File: src/design/tcr_pkg.sv
// constants shared by the temperature conversion readout block
package tcr_pkg;
    localparam logic [7:0]  CMD_CONVERT    = 8'h44;
    localparam logic [15:0] RESULT_RESET   = 16'h0550;
    localparam logic [7:0]  CFG_RESET      = 8'h7F;
    localparam logic [7:0]  LIMIT_HI_RESET = 8'h00;
    localparam logic [7:0]  LIMIT_LO_RESET = 8'h00;
    localparam int          CFG_RES_LSB    = 5;
    localparam int          CFG_RES_W      = 2;
    localparam logic [1:0]  IDX_LIMIT_HI   = 2'h0;
    localparam logic [1:0]  IDX_LIMIT_LO   = 2'h1;
    localparam logic [1:0]  IDX_CONFIG     = 2'h2;
    localparam logic [1:0]  RES_12BIT      = 2'h3;
    localparam int          SIGN_COPIES    = 4;
    localparam int          CNT_W          = 24;
    localparam int          CONV_CYCLES_12 = 1000;

    typedef enum logic [0:0] {
        TCR_IDLE,
        TCR_CONV
    } tcr_state_type;
endpackage

File: src/design/tcr_fmt_if.sv
// carries a raw sample and resolution to the formatter and back
`timescale 1ns/1ps
interface tcr_fmt_if;
    logic [11:0] sample;
    logic [1:0]  res;
    logic [15:0] result;

    modport ctrl (output sample, output res, input result);
    modport fmt  (input sample, input res, output result);
endinterface

File: src/design/tcr_top.sv
// conversion control, scratchpad bytes and read-slot answer
`timescale 1ns/1ps
module tcr_top #(
    parameter int CONV_CYCLES = tcr_pkg::CONV_CYCLES_12
) (
    input  wire logic        clk,
    input  wire logic        resetn,
    input  wire logic        cmd_valid,
    input  wire logic [7:0]  cmd_byte,
    input  wire logic        ext_powered,
    input  wire logic [11:0] sensor_code,
    input  wire logic        slot_read,
    input  wire logic        slot_end,
    input  wire logic        dq_in,
    input  wire logic        scratch_wr,
    input  wire logic [1:0]  scratch_idx,
    input  wire logic [7:0]  scratch_wdata,
    input  wire logic        nv_store,
    input  wire logic        nv_recall,
    output logic             dq_out,
    output logic             dq_oe,
    output logic [15:0]      temperature_result,
    output logic [7:0]       limit_hi,
    output logic [7:0]       limit_lo,
    output logic [7:0]       config_byte,
    output logic             conv_busy,
    output logic             conv_done
);
    ////////////////////////////////////////////////////////////////////
    // elaboration checks
    generate
        if (CONV_CYCLES < 8 || CONV_CYCLES >= (1 << tcr_pkg::CNT_W)) begin
            $error("CONV_CYCLES out of range");
        end
    endgenerate

    ////////////////////////////////////////////////////////////////////
    // identity code, declared here but read by no logic in the project;
    // the value is arbitrary and names no real part
    localparam logic [63:0] DEVICE_CODE = 64'h0000_5EED_0000_00A5;

    ////////////////////////////////////////////////////////////////////
    // state and registers
    tcr_pkg::tcr_state_type state_r;
    tcr_pkg::tcr_state_type state_nxt;
    logic [tcr_pkg::CNT_W-1:0] cnt_r;
    logic [tcr_pkg::CNT_W-1:0] cnt_nxt;
    logic [15:0] result_r;
    logic [7:0]  hi_r;
    logic [7:0]  lo_r;
    logic [7:0]  cfg_r;
    logic [7:0]  nv_hi_r;
    logic [7:0]  nv_lo_r;
    logic [7:0]  nv_cfg_r;
    logic        done_r;
    logic        oe_r;
    logic        busy_r;

    tcr_fmt_if fmt_bus ();

    tcr_format i_tcr_format (
        .f (fmt_bus.fmt)
    );

    ////////////////////////////////////////////////////////////////////
    // decode
    logic [1:0]                res_sel;
    logic                      start_conv;
    logic                      conv_last;
    logic [tcr_pkg::CNT_W-1:0] conv_len;
    logic                      answer_zero;

    assign res_sel = cfg_r[tcr_pkg::CFG_RES_LSB +: tcr_pkg::CFG_RES_W];
    // coarser resolutions halve the conversion time per dropped bit
    assign conv_len = tcr_pkg::CNT_W'(CONV_CYCLES)
                      >> (3'd3 - {1'b0, res_sel});
    // a start command while converting is ignored
    assign start_conv = cmd_valid && (cmd_byte == tcr_pkg::CMD_CONVERT)
                        && (state_r == tcr_pkg::TCR_IDLE);
    assign conv_last = (state_r == tcr_pkg::TCR_CONV) && (cnt_r == '0);
    // only a powered device may signal busy; parasite mode stays released
    assign answer_zero = ext_powered
                         && (state_r == tcr_pkg::TCR_CONV);

    assign fmt_bus.sample = sensor_code;
    assign fmt_bus.res    = res_sel;

    ////////////////////////////////////////////////////////////////////
    // conversion sequencer
    always_comb begin
        state_nxt = state_r;
        cnt_nxt   = cnt_r;
        case (state_r)
            tcr_pkg::TCR_IDLE: begin
                if (start_conv) begin
                    state_nxt = tcr_pkg::TCR_CONV;
                    cnt_nxt   = conv_len - 1'b1;
                end
            end
            tcr_pkg::TCR_CONV: begin
                if (cnt_r == '0) begin
                    state_nxt = tcr_pkg::TCR_IDLE;
                end else begin
                    cnt_nxt = cnt_r - 1'b1;
                end
            end
            default: begin
                state_nxt = tcr_pkg::TCR_IDLE;
            end
        endcase
    end

    // power-up puts the sequencer idle; busy is taken from the next
    // state so the output leaves a flop with no decode behind it
    always_ff @(posedge clk or negedge resetn) begin
        if (!resetn) begin
            state_r <= tcr_pkg::TCR_IDLE;
            cnt_r   <= '0;
            busy_r  <= 1'b0;
        end else begin
            state_r <= state_nxt;
            cnt_r   <= cnt_nxt;
            busy_r  <= (state_nxt == tcr_pkg::TCR_CONV);
        end
    end

    ////////////////////////////////////////////////////////////////////
    // result register and completion pulse
    always_ff @(posedge clk or negedge resetn) begin
        if (!resetn) begin
            result_r <= tcr_pkg::RESULT_RESET;
            done_r   <= 1'b0;
        end else begin
            done_r <= conv_last;
            if (conv_last) begin
                result_r <= fmt_bus.result;
            end
        end
    end

    ////////////////////////////////////////////////////////////////////
    // scratchpad bytes; writes during a conversion are still taken,
    // the new resolution sets the length from the next start but already masks the running result
    always_ff @(posedge clk or negedge resetn) begin
        if (!resetn) begin
            hi_r  <= tcr_pkg::LIMIT_HI_RESET;
            lo_r  <= tcr_pkg::LIMIT_LO_RESET;
            cfg_r <= tcr_pkg::CFG_RESET;
        end else if (nv_recall) begin
            hi_r  <= nv_hi_r;
            lo_r  <= nv_lo_r;
            cfg_r <= nv_cfg_r;
        end else if (scratch_wr) begin
            if (scratch_idx == tcr_pkg::IDX_LIMIT_HI) begin
                hi_r <= scratch_wdata;
            end
            if (scratch_idx == tcr_pkg::IDX_LIMIT_LO) begin
                lo_r <= scratch_wdata;
            end
            if (scratch_idx == tcr_pkg::IDX_CONFIG) begin
                cfg_r <= scratch_wdata;
            end
        end
    end

    // stands in for the nonvolatile cells: no reset, so power loss
    // (resetn) leaves them intact; only a store changes them
    always_ff @(posedge clk) begin
        if (nv_store) begin
            nv_hi_r  <= hi_r;
            nv_lo_r  <= lo_r;
            nv_cfg_r <= cfg_r;
        end
    end

    ////////////////////////////////////////////////////////////////////
    // read-slot answer: open drain, pulls low only to send a zero
    always_ff @(posedge clk or negedge resetn) begin
        if (!resetn) begin
            oe_r <= 1'b0;
        end else if (slot_read) begin
            oe_r <= answer_zero;
        end else if (slot_end) begin
            oe_r <= 1'b0;
        end
    end

    ////////////////////////////////////////////////////////////////////
    // outputs
    assign dq_out             = 1'b0;
    assign dq_oe              = oe_r;
    assign temperature_result = result_r;
    assign limit_hi           = hi_r;
    assign limit_lo           = lo_r;
    assign config_byte        = cfg_r;
    assign conv_busy          = busy_r;
    assign conv_done          = done_r;

    ////////////////////////////////////////////////////////////////////
    // checks: conversion control
    a_idle_no_start: assert property (@(posedge clk)
        disable iff (!resetn)
        (state_r == tcr_pkg::TCR_IDLE && !(cmd_valid
         && cmd_byte == tcr_pkg::CMD_CONVERT)) |=> !conv_busy)
        else $error("conversion started without start command");

    a_start_enters: assert property (@(posedge clk)
        disable iff (!resetn) start_conv |=> conv_busy)
        else $error("start command did not begin conversion");

    a_busy_counts: assert property (@(posedge clk)
        disable iff (!resetn)
        (state_r == tcr_pkg::TCR_CONV && cnt_r != '0)
        |=> (conv_busy && cnt_r == $past(cnt_r) - 1'b1))
        else $error("running conversion restarted or stalled");

    a_conv_returns: assert property (@(posedge clk)
        disable iff (!resetn)
        conv_last |=> (!conv_busy && conv_done
                       && temperature_result == $past(fmt_bus.result)))
        else $error("conversion end did not store and go idle");

    a_done_single: assert property (@(posedge clk)
        disable iff (!resetn) conv_done |=> !conv_done)
        else $error("completion pulse longer than one cycle");

    a_result_hold: assert property (@(posedge clk)
        disable iff (!resetn) !conv_last |=> $stable(temperature_result))
        else $error("result changed outside a conversion end");

    a_conv_length: assert property (@(posedge clk)
        disable iff (!resetn)
        (start_conv && res_sel == tcr_pkg::RES_12BIT) |=> conv_busy [*8])
        else $error("12-bit conversion ended too early");

    ////////////////////////////////////////////////////////////////////
    // checks: result format
    a_sign_extend: assert property (@(posedge clk)
        disable iff (!resetn)
        conv_done |-> (temperature_result[15:11]
                       == {5{temperature_result[11]}}))
        else $error("result sign not extended");

    a_whole_degrees: assert property (@(posedge clk)
        disable iff (!resetn)
        conv_done |-> (temperature_result[11:4] == $past(sensor_code[11:4])))
        else $error("sign or integer bits differ from the sample");

    a_low_bits: assert property (@(posedge clk)
        disable iff (!resetn)
        (conv_done && $past(res_sel) == 2'h0)
        |-> temperature_result[2:0] == 3'h0)
        else $error("undefined bits not cleared at 9-bit");

    a_full_bits: assert property (@(posedge clk)
        disable iff (!resetn)
        (conv_done && $past(res_sel) == tcr_pkg::RES_12BIT)
        |-> temperature_result[3:0] == $past(sensor_code[3:0]))
        else $error("fraction bits lost at 12-bit");

    ////////////////////////////////////////////////////////////////////
    // checks: read-slot answer
    a_slot_busy: assert property (@(posedge clk)
        disable iff (!resetn)
        (slot_read && ext_powered && conv_busy) |=> dq_oe)
        else $error("busy slot not answered with zero");

    a_slot_done: assert property (@(posedge clk)
        disable iff (!resetn) (slot_read && !conv_busy) |=> !dq_oe)
        else $error("done slot answered with zero");

    a_parasite_quiet: assert property (@(posedge clk)
        disable iff (!resetn) (!ext_powered && slot_read) |=> !dq_oe)
        else $error("parasite device pulled the line");

    a_slot_release: assert property (@(posedge clk)
        disable iff (!resetn) (slot_end && !slot_read) |=> !dq_oe)
        else $error("line still pulled after the slot ended");

    a_pull_cause: assert property (@(posedge clk)
        disable iff (!resetn) $rose(dq_oe) |-> $past(slot_read))
        else $error("line pulled without a read slot");

    ////////////////////////////////////////////////////////////////////
    // checks: scratchpad, nonvolatile copy and power-up
    a_limit_write: assert property (@(posedge clk)
        disable iff (!resetn)
        (scratch_wr && !nv_recall && scratch_idx == tcr_pkg::IDX_LIMIT_HI)
        |=> limit_hi == $past(scratch_wdata))
        else $error("upper limit write did not land");

    a_config_write: assert property (@(posedge clk)
        disable iff (!resetn)
        (scratch_wr && !nv_recall && scratch_idx == tcr_pkg::IDX_CONFIG)
        |=> config_byte == $past(scratch_wdata))
        else $error("configuration write did not land");

    a_index_ignored: assert property (@(posedge clk)
        disable iff (!resetn)
        (scratch_wr && !nv_recall && scratch_idx == 2'h3)
        |=> $stable({limit_hi, limit_lo, config_byte}))
        else $error("unused scratch index changed a byte");

    a_recall_loads: assert property (@(posedge clk)
        disable iff (!resetn)
        nv_recall |=> ({limit_hi, limit_lo, config_byte}
                       == $past({nv_hi_r, nv_lo_r, nv_cfg_r})))
        else $error("recall did not restore the stored bytes");

    a_store_copies: assert property (@(posedge clk)
        disable iff (!resetn)
        nv_store |=> ({nv_hi_r, nv_lo_r, nv_cfg_r}
                      == $past({limit_hi, limit_lo, config_byte})))
        else $error("store did not copy the scratchpad bytes");

    a_reset_res: assert property (@(posedge clk)
        disable iff (!resetn)
        $rose(resetn) |-> res_sel == tcr_pkg::RES_12BIT)
        else $error("power-up resolution not 12 bits");

    a_reset_result: assert property (@(posedge clk)
        disable iff (!resetn)
        $rose(resetn) |-> (temperature_result == tcr_pkg::RESULT_RESET
                           && !conv_busy))
        else $error("power-up result not plus 85");
endmodule

File: src/design/tcr_format.sv
// formats a raw sensor sample into the 16-bit temperature result
`timescale 1ns/1ps
module tcr_format (
    tcr_fmt_if.fmt f
);
    logic [3:0]  low_mask;
    logic [15:0] extended;

    // finer bits below the chosen resolution are forced to zero
    assign low_mask = 4'hF << (3'd3 - {1'b0, f.res});
    // sign copies in 15..11, integer 10..4, fraction 3..0
    assign extended = {{tcr_pkg::SIGN_COPIES{f.sample[11]}},
                       f.sample};
    assign f.result = {extended[15:4], extended[3:0] & low_mask};
endmodule

File: config.mk
export PLATFORM = sky130hd
export DESIGN_NAME = tcr_top
export DESIGN_NICKNAME = d
export VERILOG_FILES = /design/src/design/tcr_pkg.sv /design/src/design/tcr_fmt_if.sv /design/src/design/tcr_top.sv /design/src/design/tcr_format.sv
export SDC_FILE = /design/constraint.sdc
export NUM_CORES = 1
export LEC_CHECK = 0
export BUFFER_PORTS_ARGS = -buffer_cell sky130_fd_sc_hd__buf_2
export CORE_ASPECT_RATIO = 0.5
export CORE_UTILIZATION = 40
export DETAILED_ROUTE_END_ITERATION = 16
export SYNTH_ARGS = -nofsm -noshare
export SYNTH_HDL_FRONTEND = slang
export SYNTH_HIERARCHICAL = 1
export SYNTH_SLANG_ARGS = --single-unit
export TNS_END_PERCENT = 10
File: constraint.sdc
create_clock -name clk -period 5.25 [get_ports clk]
set_input_delay 0.525 -clock clk [delete_from_list [all_inputs] [get_ports clk]]
set_output_delay 0.525 -clock clk [all_outputs]
set_load 0.02 [all_outputs]
After elaboration in Yosys (flattened, before gate mapping)
Index checks and enable logic that the tools add are counted.
W data, S select, Z words.
{ "classes": {"n_shift": 2, "reduce_logical": 15, "n_eq_ne": 5, "n_mux": 17, "bitwise_logic": 2, "addsub": 3} }
{ "op_table": {"columns": ["operator", "n"], "rows": [
  ["$mux W8", 9],
  ["$mux W24", 2],
  ["$pmux W24 S2", 1],
  ["$sub A24 B1 Y24 const B", 2],
  ["$logic_not A24 Y1", 1],
  ["$shr A10 B3 Y24 const A", 1],
  ["$reduce_bool A2 Y1", 5],
  ["$eq A8 B7 Y1 const B", 1],
  ["$reduce_and A2 Y1", 4],
  ["$and A4 B4 Y4", 1],
  ["$logic_and A1 B1 Y1", 4],
  ["$mux W1", 4],
  ["$ne A2 B2 Y1 const B", 2],
  ["$shl A4 B3 Y4 const A", 1],
  ["$sub A2 B2 Y3 const A", 1],
  ["$eq A2 B1 Y1 const B", 1],
  ["$eq A2 B2 Y1 const B", 1],
  ["$logic_not A2 Y1", 1],
  ["$pmux W1 S2", 1],
  ["$not A1 Y1", 1]
]} }
{ "word_totals": {"ff_bits": 87, "wordCells": 55, "output_inout_bits": 44, "inputBits": 40} }

Longest topological paths before layout
{ "depth": {"depth_word": 5, "depth_mapped": 11, "depth_no_buf": 8} }

By module
The synthesis kept the hierarchy.
{ "by_module_without_submodules": {"columns": ["mod", "area_each_um2", "seq_area_each_um2", "instances", "cells_per_inst"], "rows": [
  ["tcr_top", 4265.3, 2411.1, 1, 376],
  ["tcr_format", 118.9, 0.0, 1, 16]
]} }

Worst setup path after synthesis
OpenSTA, ideal clock, no wires.
{ "synth_timing": {"path_type": "register to register", "start": "register, netlist name conv_busy", "end": "register cnt_r[22] in the netlist's numbering", "path_slack_ps": 2358, "path_buffers": 3, "setup_ps": 87, "arrival_time_ps": 2806, "synth_period_minus_slack_ps": 2892, "path_stages_with_launch": 11, "path_cell_list": "dfrtp_1 clkbuf_1 buf_6 clkbuf_1 nor2_1 a22oi_1 ha_1 nor4b_1 nand4_1 or4_2 o211ai_1"} }
{ "synth_rtl": {"columns": ["element", "line_no", "source"], "rows": [
  ["to (signal assigned)", "tcr_top.sv:122", "cnt_r <= cnt_nxt;"],
  ["to (decl)", "tcr_top.sv:46", "logic [tcr_pkg::CNT_W-1:0] cnt_r;"]
]} }

==> results_dict.tcl <==
set metrics [dict create \
    ir_worst_vdd_uv 139 \
    end_kind "register" \
    highest_layer "met4" \
    worst-path-stages 6 \
    post-route-min-period_ns 3.06 \
    grt_max_degree 68 \
    synth.avg_cell_area_um2 11.2 \
    fin_ws_ns 2.19 \
    grt_overflow_total 0 \
    antenna_found_initial 0 \
    io_buffers 81 \
    wirelength_mm 9.09 \
    crit_chain "buf_4 -> or3b_2 -> nor3_1 -> and3_1 -> o21ai_0 -> a22o_1" \
    p_seq_frac 0.472 \
    cts.sinks 91 \
    cellPowerDensity_nw_per_um2 379 \
    synth_nets 433 \
    grt_first_pass_wirelength_mm 15.2 \
    final_util 0.489 \
    crit_fanout 54 \
    drv_slew 0 \
    drtPass1Iterations 4 \
    reg2regPathDepth 6 \
    worstSetupPathType "reg2reg" \
    yosysMostFrequentCell "dfrtp_1" \
    grt_pass1_vias 3033 \
    min_path_type "in2async" \
    drtIter0Drc 195 \
    start_util 0.420 \
    worstMarginPinSlew_ns 1.16 \
    synth.distinct_cells 63 \
    clkLatencyLatePin_ns 0.34 \
    htree_levels 3 \
    arrival_ns 3.28 \
    cp_top_family "simple AND/OR/NAND/NOR gates" \
    pre_cts_ws_ns 2.16 \
    status "finished clean" \
    area_growth_syn_to_layout_pct 16.6 \
    ios 84 \
    dp_cells 581 \
    p_comb_frac 0.164 \
    gr-usage-all-layers 0.169 \
    layout-drive-gt1-share 0.317 \
    ys_ff_latch 91 \
    rows 26 \
    power.switching_mw 0.537 \
    slowest_delay_ns 0.96 \
    root_buffer "clkbuf_16" \
    startpoint_type "register" \
    timing.fmax_ghz 0.327 \
    setup_tns_ns 0 \
    intPower_mw 1.40 \
    slowest_stage "and3_1" \
    drc 0 \
    route.met3.wl_um 278 \
    yosysWarningCount 6 \
    post_cts_buffers 0 \
    switching_share 0.277 \
    synth_commonest_cells "56 x dfrtp_1, 37 x nand2_1, 31 x o21ai_0" \
    hold_buffers 0 \
    leakage_nw 2.29 \
    post_drt_wl_per_cell_um 15.2 \
    netlist_top_cells_area "dfrtp_1 32%, edfxtp_1 16%, dfstp_2 6.6%, mux2i_1 6.2%, mux2_2 4.4%" \
    crit_buf_inv 1 \
    total_power_mw 1.94 \
    finalSetupViolCount 0 \
    finalCritPeriodShare 0.583 \
    async_flop_share 0.736 \
    worstPathRequired_ns 5.47 \
    vias_per_cell 5.25 \
    relSlewSlack 0.228 \
    antenna_cells 0 \
    gp_congestion 0.793 \
    grt_setup_unrepaired "false" \
    synth_area_um2 4380 \
    path_clk_slew_ns 0.07 \
    wl_met2_mm 4.21 \
    yosysTopAreaCellShare 0.320 \
    hpwlAfterDp_mm 5.92 \
    vias 3134 \
    final_nets 493 \
    synthCells 392 \
    ys_seq_area_frac 0.550 \
    cts_resized 0 \
    layout.cells.non_filler 597 \
    core_area_um2 10400 \
    clockPowerShare 0.364 \
    finalHoldViolations 0 \
    die_w_um 150 \
    synth_top_area_cell "dfrtp_1" \
    synth_edf_count 24 \
    dieArea_um2 11400 \
    yosys_most_used_dff "dfrtp_1" \
    numCtsBuffers 9 \
    cts_tree "done" \
    die_y_um 76.0 \
    wl_met1_mm 4.50 \
    fin_skew_ns 0.00847 \
    maxCapViolCount 0 \
    ant_nets 0 \
    clk_path_buf_depth 2 \
]
## metal layers
metal	track usage	up-vias
li1	-	1529
met1	0.233	1538
met2	0.266	58
met3	0.0341	9
met4	0.0576	0
met5	0	-
## path summary, 6_finish.rpt
kind,start,endpoint,slack [ns]
max reg2reg,conv_busy,cnt_r[4],2.19
min reg2reg,nv_hi_r[1],limit_hi[1],0.45
max,conv_busy,cnt_r[4],2.19
min in group clk,sensor_code[9],temperature_result[9],0.42
min,resetn,config_byte[7],0.35
max in group asynchronous,resetn,limit_lo[4],4.28
## cell type report
cell class | instances | area, um2
tap | 140 | 175
clock inverter | 5 | 85.1
inverter | 6 | 22.5
timing repair buffer | 84 | 428
multi-input combinational | 260 | 1750
fill | 940 | 5330
clock buffer | 11 | 243
sequential | 91 | 2410
## state kept, by name (all words and copies together) (netlist names)
register	cells
cnt_r	24
config_byte	8
conv_busy	1
conv_done	1
dq_oe	1
limit_hi	8
limit_lo	8
nv_cfg_r	8
nv_hi_r	8
nv_lo_r	8
temperature_result	16
## stage by stage
| step | cell area (um2) | hold WS, ns |
|---|---|---|
| after floorplan | 4380 | 0.229 |
| after global placement | 4780 | 0.433 |
| after detailed placement | 4780 | 0.440 |
| after CTS | 5110 | 0.407 |
| after global routing | 5110 | 0.404 |
| final | 5110 | 0.354 |
## placed cells by master, fill, tap and decap left out, drive strengths merged, types with 3 or more instances in the layout
cell	count
dfrtp	56
nand2b	5
nor3	16
nand4	4
and3	4
edfxtp	24
nor3b	3
nor4	3
a211oi	3
mux2	18
or4	3
nand3b	3
and4	3
or3	5
xnor2	7
o31ai	3
buf	84
dfstp	11
mux2i	27
nor4b	3
a21oi	15
nand3	7
clkbuf	11
o21ai	31
nand2	37
nor2	20
and2	4
inv	8
or2	5
## power groups by stage
| stage | Sequential (mW) | Combinational [mW] | Clock [mW] |
|---|---|---|---|
| final | 0.914 | 0.317 | 0.705 |
| after global routing | 0.931 | 0.355 | 0.757 |
| after global placement | 0.923 | 0.314 | 0 |
| after floorplan | 0.931 | 0.210 | 0 |
| after CTS | 0.914 | 0.320 | 0.726 |
| after detailed placement | 0.926 | 0.319 | 0 |
## kinds of logic after synthesis
family / count (synthesis) / share of synthesized area
buffers and inverters: 41 / 0.0531
other: 1 / 0.000855
muxes: 45 / 0.109
DFF: 91 / 0.550
and+or+nand+nor: 129 / 0.158
adders and majority gates: 1 / 0.00285
AOI/OAI and AO/OA: 76 / 0.110
xor gates and xnor gates: 8 / 0.0160
Power figures use the tool's default switching activity.
